==> src/logic/pis_pkg.sv <==
package pis_pkg;

    // Management register indices on the serial management port.
    localparam logic [4:0]  REG_ACC_CTRL    = 5'h0D;
    localparam logic [4:0]  REG_ACC_DATA    = 5'h0E;
    localparam logic [4:0]  REG_IRQ_FLAGS   = 5'h1D;
    localparam logic [4:0]  REG_IRQ_MASK    = 5'h1E;
    localparam logic [4:0]  REG_LINK_STATUS = 5'h1F;

    // Field positions of the flag, mask and status registers.
    localparam int          FLAG_LSB        = 1;
    localparam int          FLAG_MSB        = 8;
    localparam int          AUTODONE_BIT    = 12;
    localparam int          RSV_MSB         = 11;
    localparam int          RSV_LSB         = 5;
    localparam int          SPEED_MSB       = 4;
    localparam int          SPEED_LSB       = 2;
    localparam logic [6:0]  RSV_RESET       = 7'h02;
    localparam logic [7:0]  MASK_RESET      = 8'h00;

    // Resolved speed and duplex codes.
    localparam logic [2:0]  SPD_10_HALF     = 3'h1;
    localparam logic [2:0]  SPD_10_FULL     = 3'h5;
    localparam logic [2:0]  SPD_100_HALF    = 3'h2;
    localparam logic [2:0]  SPD_100_FULL    = 3'h6;

    // Indirect access control fields and function codes.
    localparam int          ACC_FN_MSB      = 15;
    localparam int          ACC_FN_LSB      = 14;
    localparam int          TARGET_DEVICE_ADDRESS_MSB       = 4;
    localparam int          TARGET_DEVICE_ADDRESS_LSB       = 0;
    localparam logic [1:0]  FN_ADDRESS      = 2'h0;
    localparam logic [1:0]  FN_DATA         = 2'h1;

    // Extended devices and their register indices.
    localparam logic [4:0]  DEV_PCS         = 5'h03;
    localparam logic [4:0]  DEV_VENDOR      = 5'h1E;
    localparam logic [15:0] IDX_PRESENT1    = 16'h0005;
    localparam logic [15:0] IDX_PRESENT2    = 16'h0006;
    localparam logic [15:0] IDX_WAKE_FIRST  = 16'h8010;
    localparam logic [15:0] IDX_WAKE_LAST   = 16'h8012;
    localparam logic [15:0] IDX_BMASK_FIRST = 16'h8021;
    localparam logic [15:0] IDX_BMASK_LAST  = 16'h8028;
    localparam logic [15:0] IDX_RXCFG_FIRST = 16'h8061;
    localparam logic [15:0] IDX_RXCFG_LAST  = 16'h8064;
    localparam logic [15:0] IDX_VID1        = 16'h0002;
    localparam logic [15:0] IDX_VID2        = 16'h0003;
    localparam logic [15:0] IDX_VSTATUS     = 16'h0008;
    localparam logic [15:0] IDX_THR_MATCH   = 16'h000B;
    localparam logic [15:0] IDX_THR_SHORT   = 16'h000C;
    localparam logic [15:0] IDX_PKG1        = 16'h000E;
    localparam logic [15:0] IDX_PKG2        = 16'h000F;
    localparam logic [15:0] PCS_PRESENT1    = 16'h0088;
    localparam logic [15:0] PCS_PRESENT2    = 16'h4000;
    localparam logic [15:0] VEND_RO_VALUE   = 16'h0000;

    // Storage slots of the writable extended registers.
    localparam int          EXT_AW          = 5;
    localparam int          EXT_DEPTH       = 32;
    localparam logic [4:0]  SLOT_WAKE       = 5'h00;
    localparam logic [4:0]  SLOT_BMASK      = 5'h03;
    localparam logic [4:0]  SLOT_RXCFG      = 5'h0B;
    localparam logic [4:0]  SLOT_THR_MATCH  = 5'h0F;
    localparam logic [4:0]  SLOT_THR_SHORT  = 5'h10;

    typedef struct packed {
        logic        wr;
        logic        rd;
        logic [4:0]  addr;
        logic [15:0] wdata;
    } pis_req_t;

    typedef struct packed {
        logic        valid;
        logic [15:0] data;
    } pis_resp_t;

    typedef struct packed {
        logic       autoneg_done;
        logic [2:0] speed_duplex;
    } pis_link_t;

    typedef struct packed {
        logic        hit;
        logic        writable;
        logic [4:0]  slot;
        logic [15:0] ro_value;
    } pis_ext_dec_t;

    typedef enum logic [1:0] {
        RD_IDLE   = 2'h0,
        RD_FETCH  = 2'h1,
        RD_ANSWER = 2'h3
    } pis_rd_state_t;

endpackage

==> src/logic/pis_flags.sv <==
`timescale 1ns/1ps

module pis_flags (
    input  wire logic                                          i_clk,
    input  wire logic                                          i_reset,
    input  wire logic [pis_pkg::FLAG_MSB:pis_pkg::FLAG_LSB]    i_events,
    input  wire logic                                          i_clear,
    output logic      [pis_pkg::FLAG_MSB:pis_pkg::FLAG_LSB]    o_flags
);

    typedef struct packed {
        logic [pis_pkg::FLAG_MSB:pis_pkg::FLAG_LSB] flags;
    } pis_flag_state_t;

    pis_flag_state_t s_q;
    pis_flag_state_t s_d;

    // Each flag latches its event; an event in the clearing cycle wins so none is lost.
    always_comb begin
        s_d = s_q;
        for (int k = pis_pkg::FLAG_LSB; k <= pis_pkg::FLAG_MSB; k++) begin
            s_d.flags[k] = (s_q.flags[k] & ~i_clear) | i_events[k];
        end
    end

    // Bit 8 wake, 7 energy, 6 autoneg done, 5 remote fault, 4 link down,
    // 3 partner acknowledge, 2 parallel detect fault, 1 page received.
    always_ff @(posedge i_clk or posedge i_reset) begin
        if (i_reset) begin
            s_q <= '0;
        end else begin
            s_q <= s_d;
        end
    end

    // Flags leave straight from their flip-flops.
    assign o_flags = s_q.flags;

endmodule // pis_flags

==> src/logic/pis_ext_mem.sv <==
`timescale 1ns/1ps

module pis_ext_mem (
    input  wire logic                         i_clk,
    input  wire logic                         i_reset,
    input  wire logic                         i_we,
    input  wire logic [pis_pkg::EXT_AW-1:0]   i_waddr,
    input  wire logic [15:0]                  i_wdata,
    input  wire logic [pis_pkg::EXT_AW-1:0]   i_raddr,
    output logic      [15:0]                  o_rdata
);

    logic [15:0] mem_q [pis_pkg::EXT_DEPTH];
    logic [15:0] rdata_q;

    // Writable extended registers; cleared at reset so software sees defined values.
    always_ff @(posedge i_clk or posedge i_reset) begin
        if (i_reset) begin
            for (int k = 0; k < pis_pkg::EXT_DEPTH; k++) begin
                mem_q[k] <= '0;
            end
        end else if (i_we) begin
            mem_q[i_waddr] <= i_wdata;
        end
    end

    // Registered read port: data appear one edge after the address.
    always_ff @(posedge i_clk or posedge i_reset) begin
        if (i_reset) begin
            rdata_q <= '0;
        end else begin
            rdata_q <= mem_q[i_raddr];
        end
    end

    assign o_rdata = rdata_q;

endmodule // pis_ext_mem

==> src/logic/pis_top.sv <==
`timescale 1ns/1ps

// Behaviour
// - Flag bit 8 sets when a wake-up event is detected.
// - Flag bit 7 sets when energy on the line is detected.
// - Flag bit 6 sets when auto-negotiation completes.
// - Flag bit 5 sets when the partner signals a remote fault.
// - Flag bit 4 sets when link status drops.
// - Flag bit 3 sets on a partner acknowledge during auto-negotiation.
// - Flag bit 2 sets on a parallel detection fault.
// - Flag bit 1 sets when an auto-negotiation page arrives.
// - Mask bits 8 to 1 pair one-to-one with the same flag bits.
// - Mask zero blocks a source, one enables it; mask resets to zero.
// - Status bit 12 reads one only when auto-negotiation is done.
// - Status bits 11 to 5 reset to 0000010b; host writes that pattern there.
// - Status bits 4 to 2 report resolved speed and duplex code.
// - Extended registers are reached only through control and address/data registers.
// - Extended devices 3 and 30 are supported.
// - In data mode, address/data reads and writes reach the chosen extended register.
// - Device 3 decodes indices 5, 6, 32784-32786, 32801-32808, 32865-32868.
// - Device 30 decodes indices 2, 3, 5, 6, 8, 11, 12, 14, 15.
module pis_top #(
    parameter logic [15:0] VENDOR_ID1 = 16'h0101, // Arbitrary value.
    parameter logic [15:0] VENDOR_ID2 = 16'h0202, // Arbitrary value.
    parameter logic [15:0] PACKAGE_ID1 = 16'h0303, // Arbitrary value.
    parameter logic [15:0] PACKAGE_ID2 = 16'h0404  // Arbitrary value.
) (
    input  wire logic                                        i_clk,
    input  wire logic                                        i_reset,
    input  wire pis_pkg::pis_req_t                           i_req,
    input  wire pis_pkg::pis_link_t                          i_link,
    input  wire logic [pis_pkg::FLAG_MSB:pis_pkg::FLAG_LSB]  i_events,
    output pis_pkg::pis_resp_t                               o_resp,
    output logic                                             o_irq
);

    typedef struct packed {
        pis_pkg::pis_rd_state_t                     st;
        logic [pis_pkg::FLAG_MSB:pis_pkg::FLAG_LSB] mask;
        logic [pis_pkg::RSV_MSB:pis_pkg::RSV_LSB]   rsv;
        logic [1:0]                                 acc_fn;
        logic [4:0]                                 target_device_address;
        logic [15:0]                                ext_index;
        logic [15:0]                                hold;
        logic                                       from_mem;
        logic [15:0]                                rdata;
        logic                                       rvalid;
        logic                                       irq;
    } pis_top_state_t;

    pis_top_state_t                             s_q;
    pis_top_state_t                             s_d;
    logic [pis_pkg::FLAG_MSB:pis_pkg::FLAG_LSB] flags;
    logic                                       take_rd;
    logic                                       flag_clear;
    logic                                       mem_we;
    logic [15:0]                                mem_rdata;
    pis_pkg::pis_ext_dec_t                      dec;

    // Maps a device and index to storage slot or fixed value; misses read zero.
    function automatic pis_pkg::pis_ext_dec_t ext_decode(input logic [4:0]  target_device_address,
                                                        input logic [15:0] idx);
        pis_pkg::pis_ext_dec_t r;
        r = '0;
        if (target_device_address == pis_pkg::DEV_PCS) begin
            if (idx == pis_pkg::IDX_PRESENT1) begin
                r.hit      = 1'b1;
                r.ro_value = pis_pkg::PCS_PRESENT1;
            end else if (idx == pis_pkg::IDX_PRESENT2) begin
                r.hit      = 1'b1;
                r.ro_value = pis_pkg::PCS_PRESENT2;
            end else if (idx >= pis_pkg::IDX_WAKE_FIRST && idx <= pis_pkg::IDX_WAKE_LAST) begin
                r.hit      = 1'b1;
                r.writable = 1'b1;
                r.slot     = pis_pkg::SLOT_WAKE + 5'(idx - pis_pkg::IDX_WAKE_FIRST);
            end else if (idx >= pis_pkg::IDX_BMASK_FIRST
                         && idx <= pis_pkg::IDX_BMASK_LAST) begin
                r.hit      = 1'b1;
                r.writable = 1'b1;
                r.slot     = pis_pkg::SLOT_BMASK + 5'(idx - pis_pkg::IDX_BMASK_FIRST);
            end else if (idx >= pis_pkg::IDX_RXCFG_FIRST
                         && idx <= pis_pkg::IDX_RXCFG_LAST) begin
                r.hit      = 1'b1;
                r.writable = 1'b1;
                r.slot     = pis_pkg::SLOT_RXCFG + 5'(idx - pis_pkg::IDX_RXCFG_FIRST);
            end
        end else if (target_device_address == pis_pkg::DEV_VENDOR) begin
            r.hit = 1'b1;
            case (idx)
                pis_pkg::IDX_VID1:      r.ro_value = VENDOR_ID1;
                pis_pkg::IDX_VID2:      r.ro_value = VENDOR_ID2;
                pis_pkg::IDX_PKG1:      r.ro_value = PACKAGE_ID1;
                pis_pkg::IDX_PKG2:      r.ro_value = PACKAGE_ID2;
                pis_pkg::IDX_PRESENT1,
                pis_pkg::IDX_PRESENT2,
                pis_pkg::IDX_VSTATUS:   r.ro_value = pis_pkg::VEND_RO_VALUE;
                pis_pkg::IDX_THR_MATCH: begin
                    r.writable = 1'b1;
                    r.slot     = pis_pkg::SLOT_THR_MATCH;
                end
                pis_pkg::IDX_THR_SHORT: begin
                    r.writable = 1'b1;
                    r.slot     = pis_pkg::SLOT_THR_SHORT;
                end
                default:                r.hit = 1'b0;
            endcase
        end
        return r;
    endfunction

    // Decode of the currently selected extended register, shared by read and write.
    assign dec = ext_decode(s_q.target_device_address, s_q.ext_index);

    // A read is taken unless the previous one is still fetching its data.
    assign take_rd    = i_req.rd && (s_q.st != pis_pkg::RD_FETCH);
    assign flag_clear = take_rd && (i_req.addr == pis_pkg::REG_IRQ_FLAGS);

    // Data-mode writes to address/data land in extended storage; read-only ones are dropped.
    assign mem_we = i_req.wr && (i_req.addr == pis_pkg::REG_ACC_DATA)
                    && (s_q.acc_fn == pis_pkg::FN_DATA) && dec.hit && dec.writable;

    pis_flags u_flags (
        .i_clk    (i_clk),
        .i_reset  (i_reset),
        .i_events (i_events),
        .i_clear  (flag_clear),
        .o_flags  (flags)
    );

    pis_ext_mem u_ext_mem (
        .i_clk    (i_clk),
        .i_reset  (i_reset),
        .i_we     (mem_we),
        .i_waddr  (dec.slot),
        .i_wdata  (i_req.wdata),
        .i_raddr  (dec.slot),
        .o_rdata  (mem_rdata)
    );

    // Register writes, read capture and the two-edge answer pipeline.
    always_comb begin
        s_d        = s_q;
        s_d.rvalid = 1'b0;
        s_d.irq    = |(flags & s_q.mask);

        if (i_req.wr) begin
            case (i_req.addr)
                pis_pkg::REG_IRQ_MASK: begin
                    s_d.mask = i_req.wdata[pis_pkg::FLAG_MSB:pis_pkg::FLAG_LSB];
                end
                pis_pkg::REG_LINK_STATUS: begin
                    s_d.rsv = i_req.wdata[pis_pkg::RSV_MSB:pis_pkg::RSV_LSB];
                end
                pis_pkg::REG_ACC_CTRL: begin
                    s_d.acc_fn = i_req.wdata[pis_pkg::ACC_FN_MSB:pis_pkg::ACC_FN_LSB];
                    s_d.target_device_address  = i_req.wdata[pis_pkg::TARGET_DEVICE_ADDRESS_MSB:pis_pkg::TARGET_DEVICE_ADDRESS_LSB];
                end
                pis_pkg::REG_ACC_DATA: begin
                    // Only the address function moves the index; data writes go to storage.
                    if (s_q.acc_fn == pis_pkg::FN_ADDRESS) begin
                        s_d.ext_index = i_req.wdata;
                    end
                end
                default: begin
                    s_d.acc_fn = s_q.acc_fn;
                end
            endcase
        end

        case (s_q.st)
            pis_pkg::RD_FETCH: begin
                // Extended storage answers one edge late, so the choice is made here.
                s_d.rdata  = s_q.from_mem ? mem_rdata : s_q.hold;
                s_d.rvalid = 1'b1;
                s_d.st     = pis_pkg::RD_ANSWER;
            end
            pis_pkg::RD_IDLE,
            pis_pkg::RD_ANSWER: begin
                s_d.st = pis_pkg::RD_IDLE;
            end
            default: begin
                s_d.st = pis_pkg::RD_IDLE;
            end
        endcase

        // The value is captured before the flags clear so the host sees what it cleared.
        if (take_rd) begin
            s_d.st       = pis_pkg::RD_FETCH;
            s_d.hold     = '0;
            s_d.from_mem = 1'b0;
            case (i_req.addr)
                pis_pkg::REG_IRQ_FLAGS: begin
                    s_d.hold[pis_pkg::FLAG_MSB:pis_pkg::FLAG_LSB] = flags;
                end
                pis_pkg::REG_IRQ_MASK: begin
                    s_d.hold[pis_pkg::FLAG_MSB:pis_pkg::FLAG_LSB] = s_q.mask;
                end
                pis_pkg::REG_LINK_STATUS: begin
                    s_d.hold[pis_pkg::AUTODONE_BIT] = i_link.autoneg_done;
                    s_d.hold[pis_pkg::RSV_MSB:pis_pkg::RSV_LSB] = s_q.rsv;
                    s_d.hold[pis_pkg::SPEED_MSB:pis_pkg::SPEED_LSB] =
                        i_link.speed_duplex;
                end
                pis_pkg::REG_ACC_CTRL: begin
                    s_d.hold[pis_pkg::ACC_FN_MSB:pis_pkg::ACC_FN_LSB] = s_q.acc_fn;
                    s_d.hold[pis_pkg::TARGET_DEVICE_ADDRESS_MSB:pis_pkg::TARGET_DEVICE_ADDRESS_LSB]   = s_q.target_device_address;
                end
                pis_pkg::REG_ACC_DATA: begin
                    if (s_q.acc_fn == pis_pkg::FN_DATA) begin
                        s_d.from_mem = dec.hit && dec.writable;
                        s_d.hold     = dec.ro_value;
                    end else begin
                        s_d.hold = s_q.ext_index;
                    end
                end
                default: begin
                    s_d.hold = '0;
                end
            endcase
        end
    end

    // State register; the mask resets to all-blocked and reserved bits to their pattern.
    always_ff @(posedge i_clk or posedge i_reset) begin
        if (i_reset) begin
            s_q        <= '0;
            s_q.st     <= pis_pkg::RD_IDLE;
            s_q.mask   <= pis_pkg::MASK_RESET;
            s_q.rsv    <= pis_pkg::RSV_RESET;
            s_q.acc_fn <= pis_pkg::FN_ADDRESS;
        end else begin
            s_q <= s_d;
        end
    end

    // All outputs come straight from flip-flops.
    assign o_resp.valid = s_q.rvalid;
    assign o_resp.data  = s_q.rdata;
    assign o_irq        = s_q.irq;

    // An event is visible in its flag one edge later.
    a_event_sets_flag: assert property (@(posedge i_clk) disable iff (i_reset)
        (i_events != '0) |=> ((flags & $past(i_events)) == $past(i_events)))
        else $error("event did not set its flag");

    // Set flags hold until a flag register read.
    a_flag_sticky_hold: assert property (@(posedge i_clk) disable iff (i_reset)
        !flag_clear |=> ((flags & $past(flags)) == $past(flags)))
        else $error("flag dropped without a read");

    // A read with no new event leaves all flags clear.
    a_read_clears_flags: assert property (@(posedge i_clk) disable iff (i_reset)
        (flag_clear && (i_events == '0)) |=> (flags == '0))
        else $error("flag read did not clear flags");

    // Mask writes land bit for bit.
    a_mask_write_maps: assert property (@(posedge i_clk) disable iff (i_reset)
        (i_req.wr && i_req.addr == pis_pkg::REG_IRQ_MASK)
        |=> (s_q.mask == $past(i_req.wdata[pis_pkg::FLAG_MSB:pis_pkg::FLAG_LSB])))
        else $error("mask write not stored");

    // An enabled flag raises the interrupt on the next edge.
    a_irq_enabled_src: assert property (@(posedge i_clk) disable iff (i_reset)
        ((flags & s_q.mask) != '0) |=> o_irq)
        else $error("interrupt missing for enabled flag");

    // Masked or absent flags keep the interrupt low.
    a_irq_masked_src: assert property (@(posedge i_clk) disable iff (i_reset)
        ((flags & s_q.mask) == '0) |=> !o_irq)
        else $error("interrupt raised by masked flag");

    // Every taken read is answered exactly two edges later.
    a_read_answer_time: assert property (@(posedge i_clk) disable iff (i_reset)
        take_rd |-> ##2 (o_resp.valid ##1 !o_resp.valid))
        else $error("read answer not on the second edge");

    // Status reads return the done bit and speed code as sampled.
    a_status_read_data: assert property (@(posedge i_clk) disable iff (i_reset)
        (take_rd && i_req.addr == pis_pkg::REG_LINK_STATUS)
        |-> ##2 ((o_resp.data[pis_pkg::AUTODONE_BIT] == $past(i_link.autoneg_done, 2))
             && (o_resp.data[pis_pkg::SPEED_MSB:pis_pkg::SPEED_LSB]
                 == $past(i_link.speed_duplex, 2))))
        else $error("status read data wrong");

    // Flag reads return the flags as they stood when taken.
    a_flag_read_value: assert property (@(posedge i_clk) disable iff (i_reset)
        flag_clear |-> ##2
        (o_resp.data[pis_pkg::FLAG_MSB:pis_pkg::FLAG_LSB] == $past(flags, 2)))
        else $error("flag read data wrong");

    // Mask and reserved bits leave reset holding their reset patterns.
    a_reset_patterns: assert property (@(posedge i_clk) disable iff (i_reset)
        $fell(i_reset)
        |-> ((s_q.rsv == pis_pkg::RSV_RESET) && (s_q.mask == pis_pkg::MASK_RESET)))
        else $error("reset pattern wrong");

    // Status writes keep bits 11 to 5 exactly as written.
    a_rsv_write_store: assert property (@(posedge i_clk) disable iff (i_reset)
        (i_req.wr && i_req.addr == pis_pkg::REG_LINK_STATUS)
        |=> (s_q.rsv == $past(i_req.wdata[pis_pkg::RSV_MSB:pis_pkg::RSV_LSB])))
        else $error("reserved bits not stored");

    // Status reads return the stored reserved bits.
    a_rsv_read_back: assert property (@(posedge i_clk) disable iff (i_reset)
        (take_rd && i_req.addr == pis_pkg::REG_LINK_STATUS)
        |-> ##2 (o_resp.data[pis_pkg::RSV_MSB:pis_pkg::RSV_LSB] == $past(s_q.rsv, 2)))
        else $error("reserved bits read wrong");

    // Outside the address function a data write must not move the index.
    a_index_data_hold: assert property (@(posedge i_clk) disable iff (i_reset)
        (i_req.wr && i_req.addr == pis_pkg::REG_ACC_DATA && s_q.acc_fn != pis_pkg::FN_ADDRESS)
        |=> $stable(s_q.ext_index))
        else $error("index moved by a data write");

    // Control writes keep the function code and device address.
    a_ctrl_write_store: assert property (@(posedge i_clk) disable iff (i_reset)
        (i_req.wr && i_req.addr == pis_pkg::REG_ACC_CTRL)
        |=> ((s_q.acc_fn == $past(i_req.wdata[pis_pkg::ACC_FN_MSB:pis_pkg::ACC_FN_LSB]))
             && (s_q.target_device_address == $past(i_req.wdata[pis_pkg::TARGET_DEVICE_ADDRESS_MSB:pis_pkg::TARGET_DEVICE_ADDRESS_LSB]))))
        else $error("control write not stored");

    // Storage is written only for the two supported extended devices.
    a_ext_dev_write: assert property (@(posedge i_clk) disable iff (i_reset)
        mem_we |-> (s_q.target_device_address == pis_pkg::DEV_PCS || s_q.target_device_address == pis_pkg::DEV_VENDOR))
        else $error("storage written for unsupported device");

    // A read on the edge after a taken read is refused, so answers never overlap.
    a_read_spacing: assert property (@(posedge i_clk) disable iff (i_reset)
        take_rd |=> !take_rd)
        else $error("read taken during fetch");

    c_flag_read: cover property (@(posedge i_clk) disable iff (i_reset)
        flag_clear && (flags != '0));
    c_irq_rises: cover property (@(posedge i_clk) disable iff (i_reset) $rose(o_irq));
    c_ext_write: cover property (@(posedge i_clk) disable iff (i_reset) mem_we);
    c_ext_read: cover property (@(posedge i_clk) disable iff (i_reset)
        take_rd && i_req.addr == pis_pkg::REG_ACC_DATA && s_q.acc_fn == pis_pkg::FN_DATA);
    c_status_read: cover property (@(posedge i_clk) disable iff (i_reset)
        take_rd && i_req.addr == pis_pkg::REG_LINK_STATUS);

endmodule // pis_top

==> config.mk <==
export PLATFORM = sky130hd
export DESIGN_NAME = pis_top
export DESIGN_NICKNAME = d
export VERILOG_FILES = /design/src/logic/pis_pkg.sv /design/src/logic/pis_flags.sv /design/src/logic/pis_ext_mem.sv /design/src/logic/pis_top.sv
export SDC_FILE = /design/constraint.sdc
export NUM_CORES = 1
export LEC_CHECK = 0
export BUFFER_PORTS_ARGS = -buffer_cell sky130_fd_sc_hd__buf_2
export CAP_MARGIN = 20
export CELL_PAD_IN_SITES_DETAIL_PLACEMENT = 1
export CELL_PAD_IN_SITES_GLOBAL_PLACEMENT = 1
export CORE_AREA = 8 8 257 259
export CTS_CLUSTER_SIZE = 28
export DETAILED_ROUTE_END_ITERATION = 8
export DIE_AREA = 0 0 265 267
export GPL_TIMING_DRIVEN = 0
export HOLD_SLACK_MARGIN = 0.06
export PLACE_DENSITY = 0.7
export SLEW_MARGIN = 20
export SYNTH_ARGS = -nofsm -noshare
export SYNTH_HDL_FRONTEND = slang
export SYNTH_SLANG_ARGS = --single-unit
==> constraint.sdc <==
create_clock -name i_clk -period 15.6 [get_ports i_clk]
set_input_delay 0 -clock i_clk [delete_from_list [all_inputs] [get_ports i_clk]]
set_output_delay 0 -clock i_clk [all_outputs]
set_load 0.05 [all_outputs]
==> out/qor.log, run 1 <==
[pwr] pwr/cell area 118 mW/mm2
[yosys] fraction of synthesized cell area taken by the top area cell type 57.8%
[critical_path] critical path startpoint category flop
[floorplan] I/O pin count 55
[critical_path] worst path cell trace buf_2, inv_1, clkbuf_1, ha_1, nand3b_1, a22oi_1, a22oi_1, o31ai_2, a21o_1, clkbuf_1, buf_1, nand2_1, and3_1, o22ai_1, or3_1
[floorplan] Die Y-Extent 267 um
[detailed_routing] drt first-iter violations 1701
[cells_and_area] Filler cells 6394
[cells_and_area] post-route insts no fill 3255
[cells_and_area] Storage cell area 0.0153 mm2
[placement] DP Cell Count 3087
[clock_network] CTS tree yes
[flow_run] total of max-cap violations 0
[yosys] commonest cells in the synthesized netlist 609 x sky130_fd_sc_hd__dfrtp_1, 333 x sky130_fd_sc_hd__mux2_2, 311 x sky130_fd_sc_hd__clkbuf_1, 186 x sky130_fd_sc_hd__nand2_1, 76 x sky130_fd_sc_hd__and3_1
[pwr] leakage power figure 14.2 nW
[grt] initial antenna violation count 3
[cells_and_area] area occupied by multi-input gates 0.00954 mm2
[clock_network] number of hold buffers added after cts 42
[yosys] Yosys warnings 0
[timing] accumulated negative setup slack 0 ns
[detailed_routing] Avg WL per Cell 26.3 um
[clock_network] clock sinks 610
[timing] maximum clock frequency 0.177 GHz
[yosys] total of flip-flops plus latches after synthesis 610
[detailed_routing] Met3 Wirelength 4310 um
[pwr] proportion of power drawn by the clock network 46.5%
[critical_path] required time at the worst-slack endpoint 16.13 ns
[pwr] Internal Pwr Total 2.71 mW
[pwr] Comb pwr share 8.1%
[timing] period utilization 36.3%
[timing] setup-violating endpoint count in the final report 0
[critical_path] highest-delay cell along the critical path sky130_fd_sc_hd__buf_1
[yosys] synthesized cell area 0.0263 mm2
[yosys] leading register cell type out of synthesis sky130_fd_sc_hd__dfrtp_1
[clock_network] number of buffers on the longest clock path 3
[timing] skew final 0.0232 ns
[timing] minimum clock period after layout 5.66 ns
[yosys] cell count after synthesis 2214
[floorplan] core box area 0.0622 mm2
[detailed_routing] detailed-route DRC error count 0
[detailed_routing] met2 routed wirelength 40800 um
[critical_path] nature of the critical path endpoint flop
[timing] RSZ-0062 raised after global routing no
[placement] final estimated routing congestion in global placement 0.865
[clock_network] root buffer cell sky130_fd_sc_hd__clkbuf_16
[yosys] cell taking the most area after synthesis sky130_fd_sc_hd__dfrtp_1
[floorplan] standard-cell rows 92
[cells_and_area] ratio of cells with drive above 1 in the final layout 24.2%
[pwr] overall power 3.62 mW
[critical_path] critical path peak fanout 10
[pwr] Max rail drop VDD 70.2 uV
[critical_path] critical path class reg -> reg
[yosys] fraction of registers with async set/reset 100%
[placement] Buffers on Ports 53
[critical_path] arrival time at the worst endpoint 6.19 ns
[yosys] share of the yosys chip area belonging to registers 57.9%
[detailed_routing] via/cell ratio 5.81
[yosys] count of unique library cells instantiated by Yosys 73
[critical_path] Crit. Startpoint s_q[36]
[pwr] sequential share of power 45.4%
[detailed_routing] number of iterations in the first detailed-routing pass 8
[placement] detailed-placement wirelength estimate 60200 um
[timing] worst slack on hold paths 0.107 ns
[detailed_routing] total via count in the routed design 18900
[cells_and_area] relative area change from synthesis to final layout 17.0%
[outcome] result of the run complete, no violations
[pwr] switching portion of total power 25.2%
[detailed_routing] wire length on met1 36500 um
[detailed_routing] DRT antenna net count 0
[min_path] Hold/Removal Path Class in -> reg
[min_path] worst min-delay path startpoint i_req[20]
[clock_network] PostCTS Resize Cnt 0
[clock_network] depth of the CTS H-tree 3
[floorplan] chip width 265 um
[critical_path] Worst R2R Start s_q[36]
[clock_network] buffer count from post-CTS setup fixing 0
[timing] count of endpoints failing hold in the final timing report 0
[floorplan] starting density of the core 42.4%
[yosys] largest cells by area after synthesis sky130_fd_sc_hd__dfrtp_1 58%, sky130_fd_sc_hd__mux2_2 14%, sky130_fd_sc_hd__clkbuf_1 4.4%
[grt] first-pass GRT wire length 133000 um
[critical_path] highest cell delay on the worst timing path 0.69 ns
[yosys] Post-Synthesis Mean Instance Area 11.9 um2
[clock_network] Worst-Skew Late Latency 0.61 ns
[cells_and_area] total number of nets in the final design 2442
[grt] number of global-route vias before repair 20800
[floorplan] area of the die 0.0708 mm2
[pwr] P_sw 914 uW
[detailed_routing] Top Layer Used met5
[grt] GR Overflow Total 0
[yosys] number of enable flip-flop cells after synthesis 0
[grt] pin count of the biggest net entering global routing 36
[timing] Final Slew Violations 0
[yosys] post-synthesis net count 2254
[cells_and_area] share of the core filled with cells in the final layout 49.6%
[timing] Max transition margin 28.3%
[clock_network] clock transition at the register clock pins on the worst setup and hold paths after CTS 0.06 ns
[clock_network] total CTS buffers 70
[grt] GRT Resource Usage Total 24.6%
[yosys] most repeated cell in the gate-level netlist after synthesis sky130_fd_sc_hd__dfrtp_1
[detailed_routing] Final Routed Wirelength 85600 um
[timing] slew at the pin with the worst max-slew slack 1.07 ns
-- area by class of cell --
type	instances	area share (%)
flip-flops and latches	610	49.5
multi-input cells	1224	31.0
clock buffers	100	6.54
plain buffers	371	4.93
repair buffers	116	3.57
well taps	799	3.24
clock inverters	24	1.12
inverters	9	0.122
diodes	2	0.0162
-- stage by stage --
| stage | instance area, um2 | setup slack (ns) |
|---|---|---|
| 2_1_floorplan | 26400 | 7.28 |
| 3_3_place_gp | 27600 | 4.12 |
| 3_5_place_dp | 28000 | 9.64 |
| 4_1_cts | 30800 | 9.61 |
| 5_1_grt | 30800 | 9.63 |
| 6_report | 30800 | 9.94 |
-- cell families (layout without fill, tap and decap cells) --
family          after synthesis  count (layout)  synth area share, %
flops                       610             610                 57.9
compound gates              397             397                 11.3
fa+ha+maj                     3               3                0.142
xor+xnor                      3               3               0.0997
mux                         370             370                 15.7
simple gates                451             451                 8.87
buf+inv                     380             620                 5.90
other cells                   0               2                    0
-- state kept, by name, indices dropped and copies added (netlist names) --
name / cells
o_irq: 1
o_resp: 17
s_q: 56
u_ext_mem.mem_q: 512
u_ext_mem.o_rdata: 16
u_flags.o_flags: 8
-- path summary, 6_finish.rpt --
kind | end | slack [ns] | depth (start not counted)
max | u_ext_mem.o_rdata[11] | 9.94 | 15
min | s_q[20] | 0.11 | 3
max reg2reg | u_ext_mem.o_rdata[11] | 9.94 | 15
min reg2reg | u_ext_mem.mem_q[226] | 0.46 | 1
max in group asynchronous | o_resp[15] | 13.70 | 9
min in group asynchronous | u_ext_mem.mem_q[270] | 0.51 | 4
-- power by group through the flow --
stage,Clock (mW),Sequential (mW),Combinational [mW]
after detailed placement,0,1.67,0.284
after CTS,1.71,1.64,0.295
after global routing,1.78,1.65,0.320
final,1.68,1.64,0.295
after floorplan,0,1.67,0.182
after global placement,0,1.67,0.263
-- metal layers --
| metal | vias up | GRT usage, % |
|---|---|---|
| met1 | 10000 | 31.8 |
| met2 | 533 | 40.3 |
| met5 | - | 0 |
| li1 | 8190 | - |
| met4 | 4 | 11.5 |
| met3 | 157 | 3.93 |
-- critical path: cells and delay by family, from the launching register on --
kind            cells  cell delay, ns
fa+ha+maj           1            0.24
simple gates        4            0.68
buf+inv             5            1.95
compound gates      5            2.28
flops               1            0.41
-- placed cells by master (no fill, tap or decap), drive strengths merged, types with 30 or more instances in the layout --
master and instances:
buf 134, dfrtp 609, nand3 44, a22oi 74, clkbuf 411, mux2 354, o22ai 30, and2 38
a22o 43, nand2 186, dlygate4sd3 42, o21ai 39, a221oi 34, a21oi 32, and3 76
Power figures use the tool's default switching activity.
==> inputs of run 2 (changes only) <==
--- a/config.mk
+++ b/config.mk
@@ -15,7 +15,7 @@
 export DIE_AREA = 0 0 265 267
 export GPL_TIMING_DRIVEN = 0
 export HOLD_SLACK_MARGIN = 0.06
-export PLACE_DENSITY = 0.7
+export PLACE_DENSITY = 0.67
 export SLEW_MARGIN = 20
 export SYNTH_ARGS = -nofsm -noshare
 export SYNTH_HDL_FRONTEND = slang
==> constraint.sdc (replaced) <==
create_clock -name i_clk -period 5.5 [get_ports i_clk]
set_input_delay 0 -clock i_clk [delete_from_list [all_inputs] [get_ports i_clk]]
set_output_delay 0 -clock i_clk [all_outputs]
set_load 0.05 [all_outputs]
==> run 2 against run 1 <==
Critical path depth down 2. Worst hold slack worse by 0.014 ns. Maximum frequency up 8.5%. Sequential share of layout area up 0.16 points. Largest power group is now sequential cells.
==> out/qor.log, run 2 (same netlist as run 1, synthesis figures left out) <==
[cells_and_area] leading cell types in the layout, fill and taps excluded 609 x sky130_fd_sc_hd__dfrtp_1, 333 x sky130_fd_sc_hd__mux2_2, 322 x sky130_fd_sc_hd__clkbuf_1
[floorplan] I/O pin count 55 [unchanged]
[outcome] result of the run complete, no violations
[grt] initial antenna violation count 6 [+3]
[critical_path] worst-case reg-to-reg path depth 13 [-2]
[detailed_routing] detailed-route DRC error count 0 [unchanged]
[detailed_routing] Final Routed Wirelength 85300 um [-0.34%]
[timing] Final Slew Violations 0 [unchanged]
[grt] pin count of the biggest net entering global routing 37 [+2.8%]
[critical_path] critical path peak fanout 10 [unchanged]
[flow_run] total of max-cap violations 0 [unchanged]
[timing] count of endpoints failing hold in the final timing report 0 [unchanged]
[grt] number of global-route vias before repair 20500 [-1.3%]
[clock_network] Worst-Skew Late Latency 0.62 ns [about the same]
[detailed_routing] via/cell ratio 5.79 [-0.27%]
[pwr] pwr/cell area 328 mW/mm2 [+180%]
[pwr] Max rail drop VDD 192 uV [+170%]
[placement] Buffers on Ports 53 [unchanged]
[timing] maximum clock frequency 0.192 GHz [+8.5%]
[floorplan] core box area 0.0622 mm2 [unchanged]
[cells_and_area] ratio of cells with drive above 1 in the final layout 24.5% [+0.33 points]
[critical_path] critical path class reg -> reg
[clock_network] number of buffers on the longest clock path 3 [unchanged]
[timing] RSZ-0062 raised after global routing no
[min_path] Hold/Removal Path Class in -> reg
[pwr] leakage power figure 14.1 nW [-0.29%]
[floorplan] Die Y-Extent 267 um [unchanged]
[placement] detailed-placement wirelength estimate 60200 um [-0.16%]
[critical_path] nature of the critical path endpoint flop
[floorplan] chip width 265 um [unchanged]
[timing] Max transition margin 33.0% [+4.7 points]
[detailed_routing] drt first-iter violations 1368 [-20%]
[cells_and_area] Storage cell area 0.0153 mm2 [unchanged]
[detailed_routing] Avg WL per Cell 26.2 um [-0.22%]
[floorplan] standard-cell rows 92 [unchanged]
[timing] period utilization 94.8% [+59 points]
[timing] setup-violating endpoint count in the final report 0 [unchanged]
[detailed_routing] number of iterations in the first detailed-routing pass 5 [-3]
[timing] slew at the pin with the worst max-slew slack 1.01 ns [-0.0676 ns]
[cells_and_area] Biggest register u_ext_mem.mem_q
[floorplan] starting density of the core 42.4% [unchanged]
[pwr] overall power 10.1 mW [+180%]
[cells_and_area] leading cell type in the layout, fill and taps excluded sky130_fd_sc_hd__dfrtp_1
[min_path] worst min-delay path startpoint i_req[20]
[timing] minimum clock period after layout 5.21 ns [-0.444 ns]
[placement] final estimated routing congestion in global placement 0.899 [+3.9%]
[clock_network] CTS tree yes
[clock_network] clock sinks 610 [unchanged]
[critical_path] required time at the worst-slack endpoint 5.95 ns [-10.18 ns]
[cells_and_area] number of flip-flops in the largest register 512 [unchanged]
[clock_network] total CTS buffers 69 [-1.4%]
[grt] GRT Resource Usage Total 24.4% [-0.18 points]
[clock_network] root buffer cell sky130_fd_sc_hd__clkbuf_16
[min_path] end point of the most critical hold path s_q[23]
[critical_path] Worst R2R Start s_q[37]
[critical_path] arrival time at the worst endpoint 5.66 ns [-0.53 ns]
[cells_and_area] total number of nets in the final design 2440 [-0.082%]
[critical_path] endpoint of the worst-slack reg-to-reg timing path u_ext_mem.o_rdata[5]
[cells_and_area] share of the core filled with cells in the final layout 49.4% [-0.16 points]
[grt] first-pass GRT wire length 131000 um [-1.1%]
[critical_path] setup slack of the worst register-to-register path 0.29 ns [-9.66 ns]
[clock_network] depth of the CTS H-tree 3 [unchanged]
[clock_network] clock transition at the register clock pins on the worst setup and hold paths after CTS 0.06 ns [about the same]
[timing] skew final 0.0289 ns [+0.00572 ns]
[cells_and_area] area occupied by multi-input gates 0.00956 mm2 [+0.12%]
[detailed_routing] total via count in the routed design 18800 [-0.40%]
[cells_and_area] Filler cells 6464 [+1.1%]
[detailed_routing] DRT antenna net count 0 [unchanged]
[critical_path] critical path startpoint category flop
[grt] GR Overflow Total 0 [unchanged]
[cells_and_area] relative area change from synthesis to final layout 16.7%
[min_path] Hold Path Cell Cnt 3 [unchanged]
[floorplan] area of the die 0.0708 mm2 [unchanged]
## run 2: cell count changes in the layout (fill, tap and decap cells not counted), moves of 2 or more
cell,change
sky130_fd_sc_hd__bufinv_16,-4
sky130_fd_sc_hd__clkbuf_1,-6
sky130_fd_sc_hd__clkbuf_16,-3
sky130_fd_sc_hd__clkbuf_2,+2
sky130_fd_sc_hd__clkbuf_8,+9
sky130_fd_sc_hd__clkinv_2,-6
sky130_fd_sc_hd__clkinv_8,-4
sky130_fd_sc_hd__clkinvlp_4,+2
sky130_fd_sc_hd__inv_6,+5
## run 2: cell type report
cell class / count / area share, %
antenna: 2 / 0.0163
buffer: 369 / 4.93
clock buffer: 104 / 6.70
clock inverter: 17 / 0.578
inverter: 9 / 0.122
multi-input combinational: 1224 / 31.1
sequential: 610 / 49.7
tap: 799 / 3.25
timing repair buffer: 117 / 3.64
## run 2: what timing repair did
action                                 4_1_cts  5_1_grt
pin swaps                                    1        0
endpoints found under the hold margin      295        0
hold buffers                                41        0
setup endpoints to repair                   47      116
resized for setup                            2        6
buffers inserted                             2        0
## run 2: worst max-delay path by stage
stage                       start                     to  slack (ns)  cells after the start
final                     s_q[37]   u_ext_mem.o_rdata[5]        0.29                     13
after CTS                 s_q[36]   u_ext_mem.o_rdata[7]        0.02                     16
after detailed placement  s_q[36]  u_ext_mem.o_rdata[14]       -0.46                     15
after global routing      s_q[37]   u_ext_mem.o_rdata[7]        0.17                     13
after global placement    i_reset    u_ext_mem.mem_q[91]       -6.01                      2
after floorplan           i_reset                  o_irq       -2.82                      1
## run 2: worst max-delay path: stages (launching register included)
cell,delay (ns)
sky130_fd_sc_hd__dfrtp_1,0.43
sky130_fd_sc_hd__clkbuf_1,0.41
sky130_fd_sc_hd__inv_1,0.26
sky130_fd_sc_hd__ha_1,0.24
sky130_fd_sc_hd__nand3b_1,0.09
sky130_fd_sc_hd__a22oi_2,0.12
sky130_fd_sc_hd__a22oi_1,0.66
sky130_fd_sc_hd__o311ai_2,0.37
sky130_fd_sc_hd__clkbuf_1,0.37
sky130_fd_sc_hd__a32o_1,0.34
sky130_fd_sc_hd__a211o_1,0.23
sky130_fd_sc_hd__a21oi_1,0.53
sky130_fd_sc_hd__o221ai_1,0.42
sky130_fd_sc_hd__or3_1,0.57
## run 2: stage by stage
stage / instances / hold slack, ns / setup slack [ns] / setup TNS (ns) / instance area, um2
after global placement: 3066 / 0.181 / -6.01 / -3620.23 / 27600
after detailed placement: 3087 / -0.00172 / -0.462 / -4.29 / 28100
final: 3251 / 0.0923 / 0.289 / 0 / 30700
after global routing: 3249 / 0.124 / 0.169 / 0 / 30700
after floorplan: 2214 / 0.0923 / -2.82 / -1719.25 / 26400
after CTS: 3250 / 0.0757 / 0.0208 / 0 / 30700
## run 2: report_power, final
group,total [mW],switching [mW],internal [mW]
Clock,4.56,1.88,2.69
Combinational,0.833,0.583,0.250
Sequential,4.67,0.0867,4.58
## run 2: layer usage
metal / vias up / wire length [um] / GRT usage (%)
li1: 8184 / - / -
met1: 10000 / 37300 / 32.4
met2: 466 / 40400 / 39.4
met3: 171 / 3710 / 3.71
met4: 0 / 3850 / 10.9
met5: - / 0 / 0
==> inputs of run 3 (changes only) <==
--- a/config.mk
+++ b/config.mk
@@ -5,17 +5,18 @@
 export SDC_FILE = /design/constraint.sdc
 export NUM_CORES = 1
 export LEC_CHECK = 0
+export ABC_AREA = 1
 export BUFFER_PORTS_ARGS = -buffer_cell sky130_fd_sc_hd__buf_2
 export CAP_MARGIN = 20
 export CELL_PAD_IN_SITES_DETAIL_PLACEMENT = 1
 export CELL_PAD_IN_SITES_GLOBAL_PLACEMENT = 1
-export CORE_AREA = 8 8 257 259
+export CORE_AREA = 8 8 271 273
 export CTS_CLUSTER_SIZE = 28
 export DETAILED_ROUTE_END_ITERATION = 8
-export DIE_AREA = 0 0 265 267
+export DIE_AREA = 0 0 279 281
 export GPL_TIMING_DRIVEN = 0
 export HOLD_SLACK_MARGIN = 0.06
-export PLACE_DENSITY = 0.67
+export PLACE_DENSITY = 0.72
 export SLEW_MARGIN = 20
 export SYNTH_ARGS = -nofsm -noshare
 export SYNTH_HDL_FRONTEND = slang
==> run 3 against run 2 <==
Combinational power is 6.5% higher. Critical path type unchanged. Clock-buffer cell count increased by 2. Cell area grew 11%. Via count is 41% higher. Non-clock buffer count grew 63. Worst setup slack improved by 0.97 ns.
==> out/qor.log, run 3 <==
[outcome] result of the run complete, no violations
[yosys] post-synthesis net count 3877 [+72%]
[critical_path] required time at the worst-slack endpoint 6.00 ns [+0.05 ns]
[placement] DP Cell Count 4853 [+57%]
[cells_and_area] Final Cell Area 0.0342 mm2 [+11%]
[critical_path] number of buffers and inverters on the critical path 4 [+1]
[cells_and_area] leading cell types in the layout, fill and taps excluded 988 x sky130_fd_sc_hd__nand2_1, 668 x sky130_fd_sc_hd__inv_1, 609 x sky130_fd_sc_hd__dfrtp_1
[detailed_routing] DRT antenna net count 0 [unchanged]
[placement] Placement Setup Slack 1.49 ns [+1.95 ns]
[clock_network] PostCTS Resize Cnt 0 [-2]
[timing] period utilization 77.1% [-18 points]
[placement] Buffers on Ports 54 [+1.9%]
[yosys] total of flip-flops plus latches after synthesis 610 [unchanged]
[timing] accumulated negative setup slack 0 ns [unchanged]
[cells_and_area] leading cell type in the layout, fill and taps excluded sky130_fd_sc_hd__nand2_1
[grt] GRT Resource Usage Total 28.8% [+4.4 points]
[cells_and_area] ratio of cells with drive above 1 in the final layout 8.92% [-16 points]
[grt] initial antenna violation count 3 [-3]
[floorplan] core box area 0.0693 mm2 [+11%]
[clock_network] number of buffers on the longest clock path 3 [unchanged]
[timing] Final Slew Violations 0 [unchanged]
[critical_path] kind of cell with the highest combined delay on the critical path simple AND/OR/NAND/NOR gates
[yosys] most repeated cell in the gate-level netlist after synthesis sky130_fd_sc_hd__nand2_1
[placement] detailed-placement wirelength estimate 83100 um [+38%]
[critical_path] critical path startpoint category flop
[yosys] number of enable flip-flop cells after synthesis 0 [unchanged]
[yosys] share of the yosys chip area belonging to registers 51.8% [-6.2 points]
[yosys] Yosys warnings 0 [unchanged]
[yosys] fraction of synthesized cell area taken by the top area cell type 51.7% [-6.2 points]
[cells_and_area] Storage cell area 0.0153 mm2 [unchanged]
[timing] skew final 0.0286 ns [-0.000331 ns]
[cells_and_area] share of the core filled with cells in the final layout 49.3% [-0.095 points]
[yosys] leading register cell type out of synthesis sky130_fd_sc_hd__dfrtp_1
[floorplan] standard-cell rows 97 [+5.4%]
[placement] final estimated routing congestion in global placement 0.935 [+4.1%]
[critical_path] critical path peak fanout 10 [unchanged]
[pwr] pwr/cell area 306 mW/mm2 [-6.5%]
[timing] count of endpoints failing hold in the final timing report 0 [unchanged]
[timing] worst slack on hold paths 0.0957 ns [+0.00335 ns]
[grt] first-pass GRT wire length 171000 um [+30%]
[critical_path] worst path cell trace buf_2, inv_1, ha_1, nand3_1, nor2_1, nand2_1, nand2_2, nand3_1, nand3_1, nand2_1, inv_2, nand2_1, nand2_1, nand3_1, nor2_1, clkbuf_1, o21ai_0, nand2_1, nor2_1, nand2_1
[yosys] cell taking the most area after synthesis sky130_fd_sc_hd__dfrtp_1
[pwr] leakage power figure 17.5 nW [+24%]
[critical_path] highest cell delay on the worst timing path 0.63 ns [-0.03 ns]
[cells_and_area] Filler cells 8598 [+33%]
[timing] slew at the pin with the worst max-slew slack 1.09 ns [+0.0825 ns]
[cells_and_area] Biggest register u_ext_mem.mem_q
[placement] area post-placement 0.0314 mm2 [+12%]
[clock_network] CTS tree yes
[yosys] Post-Synthesis Mean Instance Area 7.69 um2 [-35%]
[floorplan] area of the die 0.0784 mm2 [+11%]
[yosys] cell count after synthesis 3837 [+73%]
[clock_network] number of hold buffers added after cts 38 [-7.3%]
[clock_network] Worst-Skew Late Latency 0.63 ns [about the same]
[clock_network] buffer count from post-CTS setup fixing 0 [-2]
[clock_network] clock transition at the register clock pins on the worst setup and hold paths after CTS 0.06 ns [about the same]
[cells_and_area] post-route insts no fill 5029 [+55%]
[detailed_routing] number of iterations in the first detailed-routing pass 5 [unchanged]
[grt] GR Overflow Total 0 [unchanged]
[critical_path] Crit. Startpoint s_q[37]
[timing] RSZ-0062 raised after global routing no
[critical_path] arrival time at the worst endpoint 4.74 ns [-0.92 ns]
[yosys] synthesized cell area 0.0295 mm2 [+12%]
[floorplan] chip width 279 um [+5.3%]
[detailed_routing] total via count in the routed design 26600 [+41%]
[min_path] Hold/Removal Path Class in -> reg
[detailed_routing] Avg WL per Cell 22.4 um [-15%]
[floorplan] Die Y-Extent 281 um [+5.2%]
[pwr] overall power 10.5 mW [+4.0%]
[timing] minimum clock period after layout 4.24 ns [-0.973 ns]
[cells_and_area] number of flip-flops in the largest register 512 [unchanged]
[timing] Max transition margin 27.5% [-5.5 points]
[critical_path] critical path class reg -> reg
[grt] pin count of the biggest net entering global routing 34 [-8.1%]
[yosys] commonest cells in the synthesized netlist 988 x sky130_fd_sc_hd__nand2_1, 669 x sky130_fd_sc_hd__inv_1, 609 x sky130_fd_sc_hd__dfrtp_1, 408 x sky130_fd_sc_hd__o21ai_0, 301 x sky130_fd_sc_hd__clkbuf_1
[min_path] worst min-delay path startpoint i_req[18]
[detailed_routing] drt first-iter violations 1958 [+43%]
[clock_network] root buffer cell sky130_fd_sc_hd__clkbuf_16
[timing] maximum clock frequency 0.236 GHz [+23%]
[floorplan] I/O pin count 55 [unchanged]
[cells_and_area] total number of nets in the final design 4065 [+67%]
[clock_network] depth of the CTS H-tree 3 [unchanged]
[cells_and_area] relative area change from synthesis to final layout 16.0%
[grt] number of global-route vias before repair 27500 [+34%]
[yosys] count of unique library cells instantiated by Yosys 40 [-45%]
[yosys] fraction of registers with async set/reset 100% [unchanged]
[floorplan] starting density of the core 42.6% [+0.17 points]
[yosys] largest cells by area after synthesis sky130_fd_sc_hd__dfrtp_1 52%, sky130_fd_sc_hd__nand2_1 13%, sky130_fd_sc_hd__inv_1 8.5%
[detailed_routing] detailed-route DRC error count 0 [unchanged]
[clock_network] total CTS buffers 72 [+4.3%]
[cells_and_area] area occupied by multi-input gates 0.00983 mm2 [+2.8%]
[critical_path] highest-delay cell along the critical path sky130_fd_sc_hd__nor2_1
[clock_network] clock sinks 610 [unchanged]
[pwr] Max rail drop VDD 238 uV [+24%]
[detailed_routing] Final Routed Wirelength 113000 um [+32%]
[critical_path] nature of the critical path endpoint flop
[critical_path] Worst R2R Start s_q[37]
[timing] setup-violating endpoint count in the final report 0 [unchanged]
[flow_run] total of max-cap violations 0 [unchanged]
[critical_path] cell repeated most along the worst path sky130_fd_sc_hd__nand2_1
[detailed_routing] via/cell ratio 5.29 [-8.6%]
[timing] post-layout worst setup margin 1.26 ns [+0.973 ns]
==> run 3: cell types whose count changed after synthesis, sizes merged, moves of 38 or more <==
cell   delta
mux2    -354
buf      +72
nand2   +814
nand4   +269
and3     -76
nand3   +127
o21ai   +443
nor2     +84
and2     -38
a22oi    -74
a22o     -43
inv     +673
==> run 3: worst paths after layout <==
check | end | slack (ns) | cells after the start
worst min register to register | u_ext_mem.mem_q[21] | 0.45 | 1
worst max-delay path | u_ext_mem.o_rdata[3] | 1.26 | 20
worst max register to register | u_ext_mem.o_rdata[3] | 1.26 | 20
max in group asynchronous | u_ext_mem.mem_q[151] | 3.52 | 9
min in group asynchronous | u_ext_mem.mem_q[348] | 0.58 | 4
worst min-delay path | s_q[33] | 0.1 | 7
==> run 3: area by class of cell <==
cell class | count | area share, %
multi-input cells | 2108 | 28.7
inverters | 684 | 7.52
plain buffers | 435 | 5.36
clock buffers | 106 | 6.29
diodes | 6 | 0.0439
repair buffers | 114 | 3.26
clock inverters | 26 | 0.724
well taps | 940 | 3.44
flip-flops and latches | 610 | 44.6
==> run 3: power by group <==
| part | switching (mW) | internal (mW) | leakage (nW) |
|---|---|---|---|
| registers | 0.0913 | 4.59 | 7.09 |
| logic | 0.640 | 0.247 | 9.25 |
| clock network | 2.00 | 2.90 | 1.20 |
| total | 2.73 | 7.74 | 17.5 |
==> run 3: per-layer routing <==
metal | wire [um] | vias up | part of all wire, % | track usage, %
met4 | 6180 | 0 | 5.5 | 14.2
met3 | 6210 | 246 | 5.5 | 4.27
met2 | 52600 | 796 | 47 | 47.2
met5 | 0 | - | 0 | 0
li1 | - | 12300 | - | -
met1 | 47600 | 13300 | 42 | 37.2
==> run 3: kinds of logic (layout without fill, tap and decap cells) <==
family,count (synthesis),in the layout,synth area share (%)
compound gates,526,526,9.21
xor+xnor,4,4,0.119
fa+ha+maj,3,3,0.127
buf+inv,1119,1365,14.9
flops,610,610,51.8
other cells,0,6,0
simple gates,1575,1575,23.9
==> run 3: worst min-delay path: stages <==
cell and delay, ns:
sky130_fd_sc_hd__buf_2 0.10, sky130_fd_sc_hd__nand2_1 0.07, sky130_fd_sc_hd__nor2_1 0.05, sky130_fd_sc_hd__nand2_1 0.08, sky130_fd_sc_hd__nor2_1 0.14, sky130_fd_sc_hd__nand3_1 0.12, sky130_fd_sc_hd__o211ai_1 0.09
